==> config.mk <==
export PLATFORM = sky130hd
export DESIGN_NAME = chain_host_end_flat
export DESIGN_NICKNAME = d
export VERILOG_FILES = /design/src/chain_pkg.sv /design/src/chain_if.sv /design/src/chain_host_end.sv /design/src/flat_wrapper.sv
export VERILOG_INCLUDE_DIRS = /design/src /design/src/src
export SDC_FILE = /design/constraint.sdc
export NUM_CORES = 1
export LEC_CHECK = 0
export BUFFER_PORTS_ARGS = -buffer_cell sky130_fd_sc_hd__buf_2
export CAP_MARGIN = 20
export CORE_MARGIN = 2
export CORE_UTILIZATION = 57
export CTS_CLUSTER_DIAMETER = 200
export DETAILED_ROUTE_END_ITERATION = 16
export GPL_TIMING_DRIVEN = 0
export PLACE_DENSITY = 0.86
export SKIP_LAST_GASP = 1
export SLEW_MARGIN = 30
export SYNTH_ARGS = -nofsm -noshare
export SYNTH_HDL_FRONTEND = slang
export SYNTH_SLANG_ARGS = --single-unit
==> constraint.sdc <==
create_clock -name clock -period 4 [get_ports clock]
set_input_delay 0.8 -clock clock [delete_from_list [all_inputs] [get_ports clock]]
set_output_delay 0.8 -clock clock [all_outputs]
set_load 0.02 [all_outputs]
==> src/chain_params.svh <==
// Timing and width constants shared by both ends of the converter chain
`ifndef CHAIN_PARAMS_SVH
`define CHAIN_PARAMS_SVH

`define ADC_BITS 18
`define CLK_PERIOD_NS 50
`define CONV_TIME_NS 710
`define CONV_CYCLES ((`CONV_TIME_NS + `CLK_PERIOD_NS - 1) / `CLK_PERIOD_NS)
`define SETUP_TIME_NS 100
`define SETUP_CYCLES ((`SETUP_TIME_NS + `CLK_PERIOD_NS - 1) / `CLK_PERIOD_NS)
`define SCK_HALF_TIME_NS 200
`define SCK_HALF_CYCLES (`SCK_HALF_TIME_NS / `CLK_PERIOD_NS)
`define BUSY_TIMEOUT_CYCLES 255
`define FIFO_WIDTH 18
`define FIFO_DEPTH 32

`endif

==> src/chain_pkg.sv <==
// State types of the converter end and the host end
`default_nettype none
package chain_pkg;
    typedef enum logic [1:0] {ADC_IDLE, ADC_CS, ADC_CONVERT, ADC_READ} adc_state_t;
    typedef enum logic [2:0] {H_IDLE, H_SETUP, H_CONV, H_WAIT_BUSY, H_READ, H_END} host_state_t;
endpackage
`default_nettype wire

==> src/chain_if.sv <==
// Four-wire chain link between host and converter, plus output enable
`timescale 1ns/10ps
`default_nettype none
interface chain_if;
    logic conversion_start;
    logic serial_clock;
    logic chain_serial_in;
    logic chain_serial_out;
    logic chain_serial_out_oe;
    modport adc (
        input conversion_start,
        input serial_clock,
        input chain_serial_in,
        output chain_serial_out,
        output chain_serial_out_oe
    );
    modport host (
        output conversion_start,
        output serial_clock,
        output chain_serial_in,
        input chain_serial_out,
        input chain_serial_out_oe
    );
endinterface
`default_nettype wire

==> src/chain_host_end.sv <==
// Host end: frame sequencer, serial clock divider and word FIFO
`timescale 1ns/10ps
`default_nettype none
`include "chain_params.svh"

module chain_word_fifo #(
    parameter int WIDTH = 18,
    parameter int DEPTH = 32
) (
    input wire logic clock,
    input wire logic resetn,
    input wire logic [WIDTH-1:0] in_data,
    input wire logic in_valid,
    output logic in_ready,
    output logic [WIDTH-1:0] out_data,
    output logic out_valid,
    input wire logic out_ready
);
    localparam int AW = $clog2(DEPTH);
    logic [WIDTH-1:0] mem [DEPTH];
    logic [AW:0] wr_ptr_r;
    logic [AW:0] wr_ptr_nxt;
    logic [AW:0] rd_ptr_r;
    logic [AW:0] rd_ptr_nxt;
    logic [WIDTH-1:0] out_data_r;
    logic [WIDTH-1:0] out_data_nxt;
    logic out_valid_r;
    logic out_valid_nxt;
    logic empty;
    logic push;
    logic pop;

    assign empty = (wr_ptr_r == rd_ptr_r);
    assign in_ready = ((wr_ptr_r - rd_ptr_r) != (AW + 1)'(DEPTH));
    assign push = in_valid && in_ready;
    // Output stage reloads when empty or being drained
    assign pop = !empty && (!out_valid_r || out_ready);

    always_comb
    begin
        wr_ptr_nxt = push ? wr_ptr_r + (AW + 1)'(1) : wr_ptr_r;
        rd_ptr_nxt = pop ? rd_ptr_r + (AW + 1)'(1) : rd_ptr_r;
        out_data_nxt = pop ? mem[rd_ptr_r[AW-1:0]] : out_data_r;
        out_valid_nxt = pop ? 1'b1 : (out_valid_r && !out_ready);
    end

    always_ff @(posedge clock)
    begin
        if (push)
        begin
            mem[wr_ptr_r[AW-1:0]] <= in_data;
        end
    end

    always_ff @(posedge clock or negedge resetn)
    begin
        if (!resetn)
        begin
            wr_ptr_r <= '0;
            rd_ptr_r <= '0;
            out_data_r <= '0;
            out_valid_r <= 1'b0;
        end
        else
        begin
            wr_ptr_r <= wr_ptr_nxt;
            rd_ptr_r <= rd_ptr_nxt;
            out_data_r <= out_data_nxt;
            out_valid_r <= out_valid_nxt;
        end
    end

    assign out_data = out_data_r;
    assign out_valid = out_valid_r;
endmodule

module chain_host_end (
    input wire logic clock,
    input wire logic resetn,
    chain_if.host link,
    input wire logic start,
    input wire logic busy_mode,
    input wire logic [3:0] chain_len,
    output logic [17:0] word_data,
    output logic word_valid,
    input wire logic word_ready,
    output logic host_busy,
    output logic busy_timeout
);
    logic [1:0] sdo_sync1_r;
    logic [1:0] sdo_sync2_r;
    logic sdo_s;
    chain_pkg::host_state_t state_r;
    chain_pkg::host_state_t state_nxt;
    logic cnv_r;
    logic cnv_nxt;
    logic sck_r;
    logic sck_nxt;
    logic mode_r;
    logic mode_nxt;
    logic skip_r;
    logic skip_nxt;
    logic [7:0] cnt_r;
    logic [7:0] cnt_nxt;
    logic [2:0] div_r;
    logic [2:0] div_nxt;
    logic [8:0] bits_left_r;
    logic [8:0] bits_left_nxt;
    logic [4:0] bitpos_r;
    logic [4:0] bitpos_nxt;
    logic [17:0] word_r;
    logic [17:0] word_nxt;
    logic push_r;
    logic push_nxt;
    logic host_busy_r;
    logic host_busy_nxt;
    logic timeout_r;
    logic timeout_nxt;
    logic fifo_in_ready;

    // Level and enable synchronised apart, so no gate sits ahead of the first flop
    always_ff @(posedge clock or negedge resetn)
    begin
        if (!resetn)
        begin
            sdo_sync1_r <= 2'h0;
            sdo_sync2_r <= 2'h0;
        end
        else
        begin
            sdo_sync1_r <= {link.chain_serial_out, link.chain_serial_out_oe};
            sdo_sync2_r <= sdo_sync1_r;
        end
    end

    // Device pin read as wire level: undriven counts as low
    assign sdo_s = sdo_sync2_r[1] && sdo_sync2_r[0];

    always_comb
    begin
        state_nxt = state_r;
        cnv_nxt = cnv_r;
        sck_nxt = sck_r;
        mode_nxt = mode_r;
        skip_nxt = skip_r;
        cnt_nxt = cnt_r;
        div_nxt = div_r;
        bits_left_nxt = bits_left_r;
        bitpos_nxt = bitpos_r;
        word_nxt = word_r;
        push_nxt = push_r && !fifo_in_ready;
        timeout_nxt = timeout_r;
        unique case (state_r)
            chain_pkg::H_IDLE:
            begin
                cnv_nxt = 1'b0;
                sck_nxt = 1'b0;
                if (start && chain_len != 4'h0 && !push_r)
                begin
                    mode_nxt = busy_mode;
                    // Serial clock level before the start edge picks busy mode
                    sck_nxt = busy_mode;
                    cnt_nxt = 8'(`SETUP_CYCLES - 1);
                    bits_left_nxt = 9'(chain_len) * 9'(`ADC_BITS) + {8'h00, busy_mode};
                    timeout_nxt = 1'b0;
                    state_nxt = chain_pkg::H_SETUP;
                end
            end
            chain_pkg::H_SETUP:
            begin
                if (cnt_r == 8'h00)
                begin
                    cnv_nxt = 1'b1;
                    cnt_nxt = mode_r ? 8'(`BUSY_TIMEOUT_CYCLES) : 8'(`CONV_CYCLES + `SETUP_CYCLES);
                    state_nxt = mode_r ? chain_pkg::H_WAIT_BUSY : chain_pkg::H_CONV;
                end
                else
                begin
                    cnt_nxt = cnt_r - 8'h01;
                end
            end
            chain_pkg::H_CONV:
            begin
                if (cnt_r == 8'h00)
                begin
                    state_nxt = chain_pkg::H_READ;
                    div_nxt = 3'(`SCK_HALF_CYCLES - 1);
                    skip_nxt = 1'b0;
                    bitpos_nxt = 5'h00;
                end
                else
                begin
                    cnt_nxt = cnt_r - 8'h01;
                end
            end
            chain_pkg::H_WAIT_BUSY:
            begin
                if (sdo_s)
                begin
                    state_nxt = chain_pkg::H_READ;
                    div_nxt = 3'(`SCK_HALF_CYCLES - 1);
                    skip_nxt = 1'b1;
                    bitpos_nxt = 5'h00;
                end
                else if (cnt_r == 8'h00)
                begin
                    timeout_nxt = 1'b1;
                    state_nxt = chain_pkg::H_END;
                end
                else
                begin
                    cnt_nxt = cnt_r - 8'h01;
                end
            end
            chain_pkg::H_READ:
            begin
                if (div_r != 3'h0)
                begin
                    div_nxt = div_r - 3'h1;
                end
                else if (sck_r)
                begin
                    // Falling edge; held off while a finished word waits for room
                    if (!push_nxt)
                    begin
                        sck_nxt = 1'b0;
                        div_nxt = 3'(`SCK_HALF_CYCLES - 1);
                        bits_left_nxt = bits_left_r - 9'h001;
                        if (skip_r)
                        begin
                            skip_nxt = 1'b0;
                        end
                        else
                        begin
                            word_nxt = {word_r[16:0], sdo_s};
                            if (bitpos_r == 5'(`ADC_BITS - 1))
                            begin
                                bitpos_nxt = 5'h00;
                                push_nxt = 1'b1;
                            end
                            else
                            begin
                                bitpos_nxt = bitpos_r + 5'h01;
                            end
                        end
                    end
                end
                else if (bits_left_r == 9'h000)
                begin
                    state_nxt = chain_pkg::H_END;
                end
                else
                begin
                    sck_nxt = 1'b1;
                    div_nxt = 3'(`SCK_HALF_CYCLES - 1);
                end
            end
            chain_pkg::H_END:
            begin
                cnv_nxt = 1'b0;
                sck_nxt = 1'b0;
                state_nxt = chain_pkg::H_IDLE;
            end
            default:
            begin
                state_nxt = chain_pkg::H_IDLE;
            end
        endcase
        host_busy_nxt = (state_nxt != chain_pkg::H_IDLE);
    end

    always_ff @(posedge clock or negedge resetn)
    begin
        if (!resetn)
        begin
            state_r <= chain_pkg::H_IDLE;
            cnv_r <= 1'b0;
            sck_r <= 1'b0;
            mode_r <= 1'b0;
            skip_r <= 1'b0;
            cnt_r <= 8'h00;
            div_r <= 3'h0;
            bits_left_r <= 9'h000;
            bitpos_r <= 5'h00;
            word_r <= 18'h0_0000;
            push_r <= 1'b0;
            host_busy_r <= 1'b0;
            timeout_r <= 1'b0;
        end
        else
        begin
            state_r <= state_nxt;
            cnv_r <= cnv_nxt;
            sck_r <= sck_nxt;
            mode_r <= mode_nxt;
            skip_r <= skip_nxt;
            cnt_r <= cnt_nxt;
            div_r <= div_nxt;
            bits_left_r <= bits_left_nxt;
            bitpos_r <= bitpos_nxt;
            word_r <= word_nxt;
            push_r <= push_nxt;
            host_busy_r <= host_busy_nxt;
            timeout_r <= timeout_nxt;
        end
    end

    chain_word_fifo #(
        .WIDTH(`FIFO_WIDTH),
        .DEPTH(`FIFO_DEPTH)
    ) word_fifo (
        .clock(clock),
        .resetn(resetn),
        .in_data(word_r),
        .in_valid(push_r),
        .in_ready(fifo_in_ready),
        .out_data(word_data),
        .out_valid(word_valid),
        .out_ready(word_ready)
    );

    assign link.conversion_start = cnv_r;
    assign link.serial_clock = sck_r;
    assign link.chain_serial_in = 1'b0;
    assign host_busy = host_busy_r;
    assign busy_timeout = timeout_r;
endmodule
`default_nettype wire

==> src/flat_wrapper.sv <==
// flat-port wrapper written by rule: the top's interface ports become plain ports
module chain_host_end_flat 
  (clock, resetn, start, busy_mode, chain_len, word_data, word_valid, word_ready, host_busy, busy_timeout, link_conversion_start, link_serial_clock, link_chain_serial_in, link_chain_serial_out, link_chain_serial_out_oe);
  chain_if link_i ();
  input wire logic clock;
  input wire logic resetn;
  input wire logic start;
  input wire logic busy_mode;
  input wire logic [3:0] chain_len;
  output logic [17:0] word_data;
  output logic word_valid;
  input wire logic word_ready;
  output logic host_busy;
  output logic busy_timeout;
  output wire logic [$bits(link_i.conversion_start)-1:0] link_conversion_start;
  output wire logic [$bits(link_i.serial_clock)-1:0] link_serial_clock;
  output wire logic [$bits(link_i.chain_serial_in)-1:0] link_chain_serial_in;
  input wire logic [$bits(link_i.chain_serial_out)-1:0] link_chain_serial_out;
  input wire logic [$bits(link_i.chain_serial_out_oe)-1:0] link_chain_serial_out_oe;
  assign link_conversion_start = link_i.conversion_start;
  assign link_serial_clock = link_i.serial_clock;
  assign link_chain_serial_in = link_i.chain_serial_in;
  assign link_i.chain_serial_out = link_chain_serial_out;
  assign link_i.chain_serial_out_oe = link_chain_serial_out_oe;
  chain_host_end u_core (.clock(clock), .resetn(resetn), .link(link_i), .start(start), .busy_mode(busy_mode), .chain_len(chain_len), .word_data(word_data), .word_valid(word_valid), .word_ready(word_ready), .host_busy(host_busy), .busy_timeout(busy_timeout));
endmodule
==> impl_metrics.tcl <==
set metrics [dict create \
    final_max_slew_viol_count 0 \
    powerDensity_nw_per_um2 578 \
    seq_area_frac_synth_pct 73.5 \
    cts.sink_count 664 \
    synthCells 1318 \
    final_common_cell "edfxtp_1" \
    power_mw 17.9 \
    avgSynthCellArea_sq_um 20.1 \
    finalCritPeriodShare_pct 95.9 \
    final-setup-viol-count 0 \
    cpPeakStageDelay_ns 0.45 \
    worst_slew_pin_slew_ns 0.986 \
    status "finished, final reports clean" \
    rsz0062_at_grt "false" \
    finalClockSkew_ns 0.0231 \
    yosysUniqueCellTypes 68 \
    coreArea_sq_um 46300 \
    yosysWarnings 0 \
    gp_congestion 0.867 \
    critPathKind "reg2reg" \
    crit_family "buffers and inverters" \
    placementRows 79 \
    antenna_found_initial 0 \
    final_layout_size_suffix_gt1_share_pct 32.3 \
    finalHoldViolCount 0 \
    vias 14922 \
    syn_area_sq_um 26500 \
    pin_count 35 \
    place_ws_ns -1.14 \
    root_buffer "clkbuf_16" \
    cts_max_path_buffers 3 \
    placedInstanceArea_sq_um 28300 \
    async_reset_ff_share_pct 13.3 \
    grt_pass1_vias 14939 \
    synthFlopType "edfxtp_1" \
    fmax_mhz 261 \
    grt-ovfl-total 0 \
    tns_ns 0 \
    cts_tree "built" \
    synth_fp_nets 1350 \
    timing.critical_path.fanout_max 14 \
    layout_setup_ws_ns 0.163 \
    crit_chain "inv_1 > buf_2 > buf_4 > ha_1 > o21ai_0 > a21oi_1 > a31o_2 > o211ai_4 > nand3_4 > nor2_4 > buf_16" \
    p_leak_nw 10.2 \
    utilization_pct 66.8 \
    final_cell_mix "edfxtp_1, mux4_2, dfrtp_1" \
    floorplan.initialDensity_pct 57.3 \
    rrSetupSlack_ns 0.16 \
    final_area_sq_um 30900 \
    clk_pin_slew_ns 0.06 \
    wirelength_um 73000 \
    drt_pass1_iterations 6 \
    grt_usage_pct 31.1 \
    synth_edf_count 576 \
    port_buffers 33 \
    cts.htree.levels 3 \
    die_x_um 220 \
    peakVddDrop_mv 0.450 \
    syn_to_final_growth_pct 16.4 \
    ant_nets 0 \
    end_kind "register" \
    post-dp-hpwl_um 39500 \
    min_path_type "in2async" \
    viasPerCell 7.02 \
    dpl.cell_count 1981 \
    whs_ns 0.0510 \
    grt_pass1_wl_um 105000 \
    period_minus_slack_ns 3.84 \
    layoutNonFillerInstCount 2127 \
    clock_latency_ns 0.61 \
    drt_iter0_drc 2130 \
    max_slew_margin_pct 34.3 \
    drc 0 \
    cp_num_buf_inv 4 \
    die-area_sq_um 48300 \
    final_nets 1500 \
    cp-start-kind "register" \
    routedWlPerCell_um 34.3 \
    grt_max_degree 68 \
    drv_cap 0 \
    cts_buffers 66 \
    die_h_um 220 \
    slowest_stage "o211ai_4" \
    critPathArrivalTime_ns 4.13 \
    ys_seq_elements 664 \
    cp_data_required_time_ns 4.30 \
]
-- cells in the mapped netlist (4+ instances only) --
library cell / n / area, sq um
nand3b_1: 4 / 30.0
o21ai_0: 42 / 210
nand2_1: 51 / 191
ha_1: 21 / 263
and3_1: 6 / 37.5
nor2_1: 63 / 236
and2_1: 4 / 25.0
mux2i_1: 24 / 240
inv_1: 18 / 67.6
clkbuf_1: 33 / 124
mux4_2: 180 / 4050
o32ai_1: 5 / 43.8
mux2_4: 10 / 150
edfxtp_1: 576 / 17300
dfrtp_1: 88 / 2200
nor3_1: 9 / 45.0
xnor2_1: 12 / 105
nand3_1: 31 / 155
nand2b_1: 9 / 56.3
a21oi_1: 18 / 90.1
mux2_2: 11 / 124
or3_1: 8 / 50.1
nor3b_1: 8 / 60.1
or3b_2: 4 / 35.0
buf_2: 22 / 110
-- logic make-up after synthesis --
| family | synth area share [%] |
|---|---|
| compound gates | 2.32 |
| buf+inv | 1.35 |
| other cells | 0.0141 |
| xor+xnor | 0.491 |
| simple gates | 4.11 |
| flops | 73.5 |
| fa+ha+maj | 0.991 |
| mux | 17.2 |
-- where the power goes --
group	leakage [nW]	switching, mW	internal [mW]
combinational	2.82	2.29	1.34
sequential	6.37	0.277	7.68
clock	1.04	2.73	3.54
-- registers in the layout (all words and copies together), names as in the netlist, 5 cells and up --
register,cells
u_core.bits_left_r,9
u_core.cnt_r,8
u_core.word_fifo.out_data,18
u_core.word_r,18
u_core.word_fifo.wr_ptr_r,6
u_core.word_fifo.rd_ptr_r,6
u_core.word_fifo.mem,576
u_core.bitpos_r,5
-- layer usage --
layer,up-vias,part of all wire (%),track usage (%),wire [um]
met5,-,0,0,0
met4,0,4.7,13.8,3410
met3,240,11,6.82,7730
met2,1276,51,52.4,37300
met1,7715,34,39.2,24600
li1,5691,-,-,-
-- cell type report --
| class | instances | area, sq um |
|---|---|---|
| Antenna cell | 1 | 2.50 |
| Buffer | 60 | 288 |
| Fill cell | 2746 | 15400 |
| Multi-Input combinational cell | 572 | 6970 |
| Clock inverter | 41 | 423 |
| Timing Repair Buffer | 84 | 1140 |
| Clock buffer | 78 | 1710 |
| Sequential cell | 664 | 19500 |
| Inverter | 20 | 75.1 |
| Tap cell | 607 | 759 |
-- worst register-to-register path, delay by kind of cell, from the launching register on --
| family | cells | cell delay (ns) |
|---|---|---|
| adder cells (fa/ha/maj) | 1 | 0.34 |
| flip-flops | 1 | 0.42 |
| buffers and inverters | 4 | 1.07 |
| AO/OA/AOI/OAI | 4 | 0.93 |
| AND/OR/NAND/NOR | 2 | 0.75 |
-- final timing paths --
check | startpoint | endpoint | depth (start not counted)
setup / recovery | u_core.word_fifo.rd_ptr_r[3]$_DFFE_PN0P_ | u_core.word_fifo.mem[18][11]$_DFFE_PP_ | 11
setup reg to reg | u_core.word_fifo.rd_ptr_r[3]$_DFFE_PN0P_ | u_core.word_fifo.mem[18][11]$_DFFE_PP_ | 11
hold reg to reg | u_core.sdo_sync1_r[0]$_DFF_PN0_ | u_core.sdo_sync2_r[0]$_DFF_PN0_ | 0
max in group asynchronous | resetn | u_core.word_r[1]$_DFFE_PN0P_ | 2
hold / removal | resetn | u_core.bits_left_r[3]$_DFFE_PN0P_ | 1
min in group clock | link_chain_serial_out | u_core.sdo_sync1_r[1]$_DFF_PN0_ | 1
-- timing repair --
item                       4_1_cts  5_1_grt
setup buffers                   17       11
pin swaps                       14        6
hold endpoints to repair         0        0
resized for setup               10        8
hold buffers                     0        0
setup endpoints to repair      618      229
Note: power is estimated with default switching activity, not from simulation.
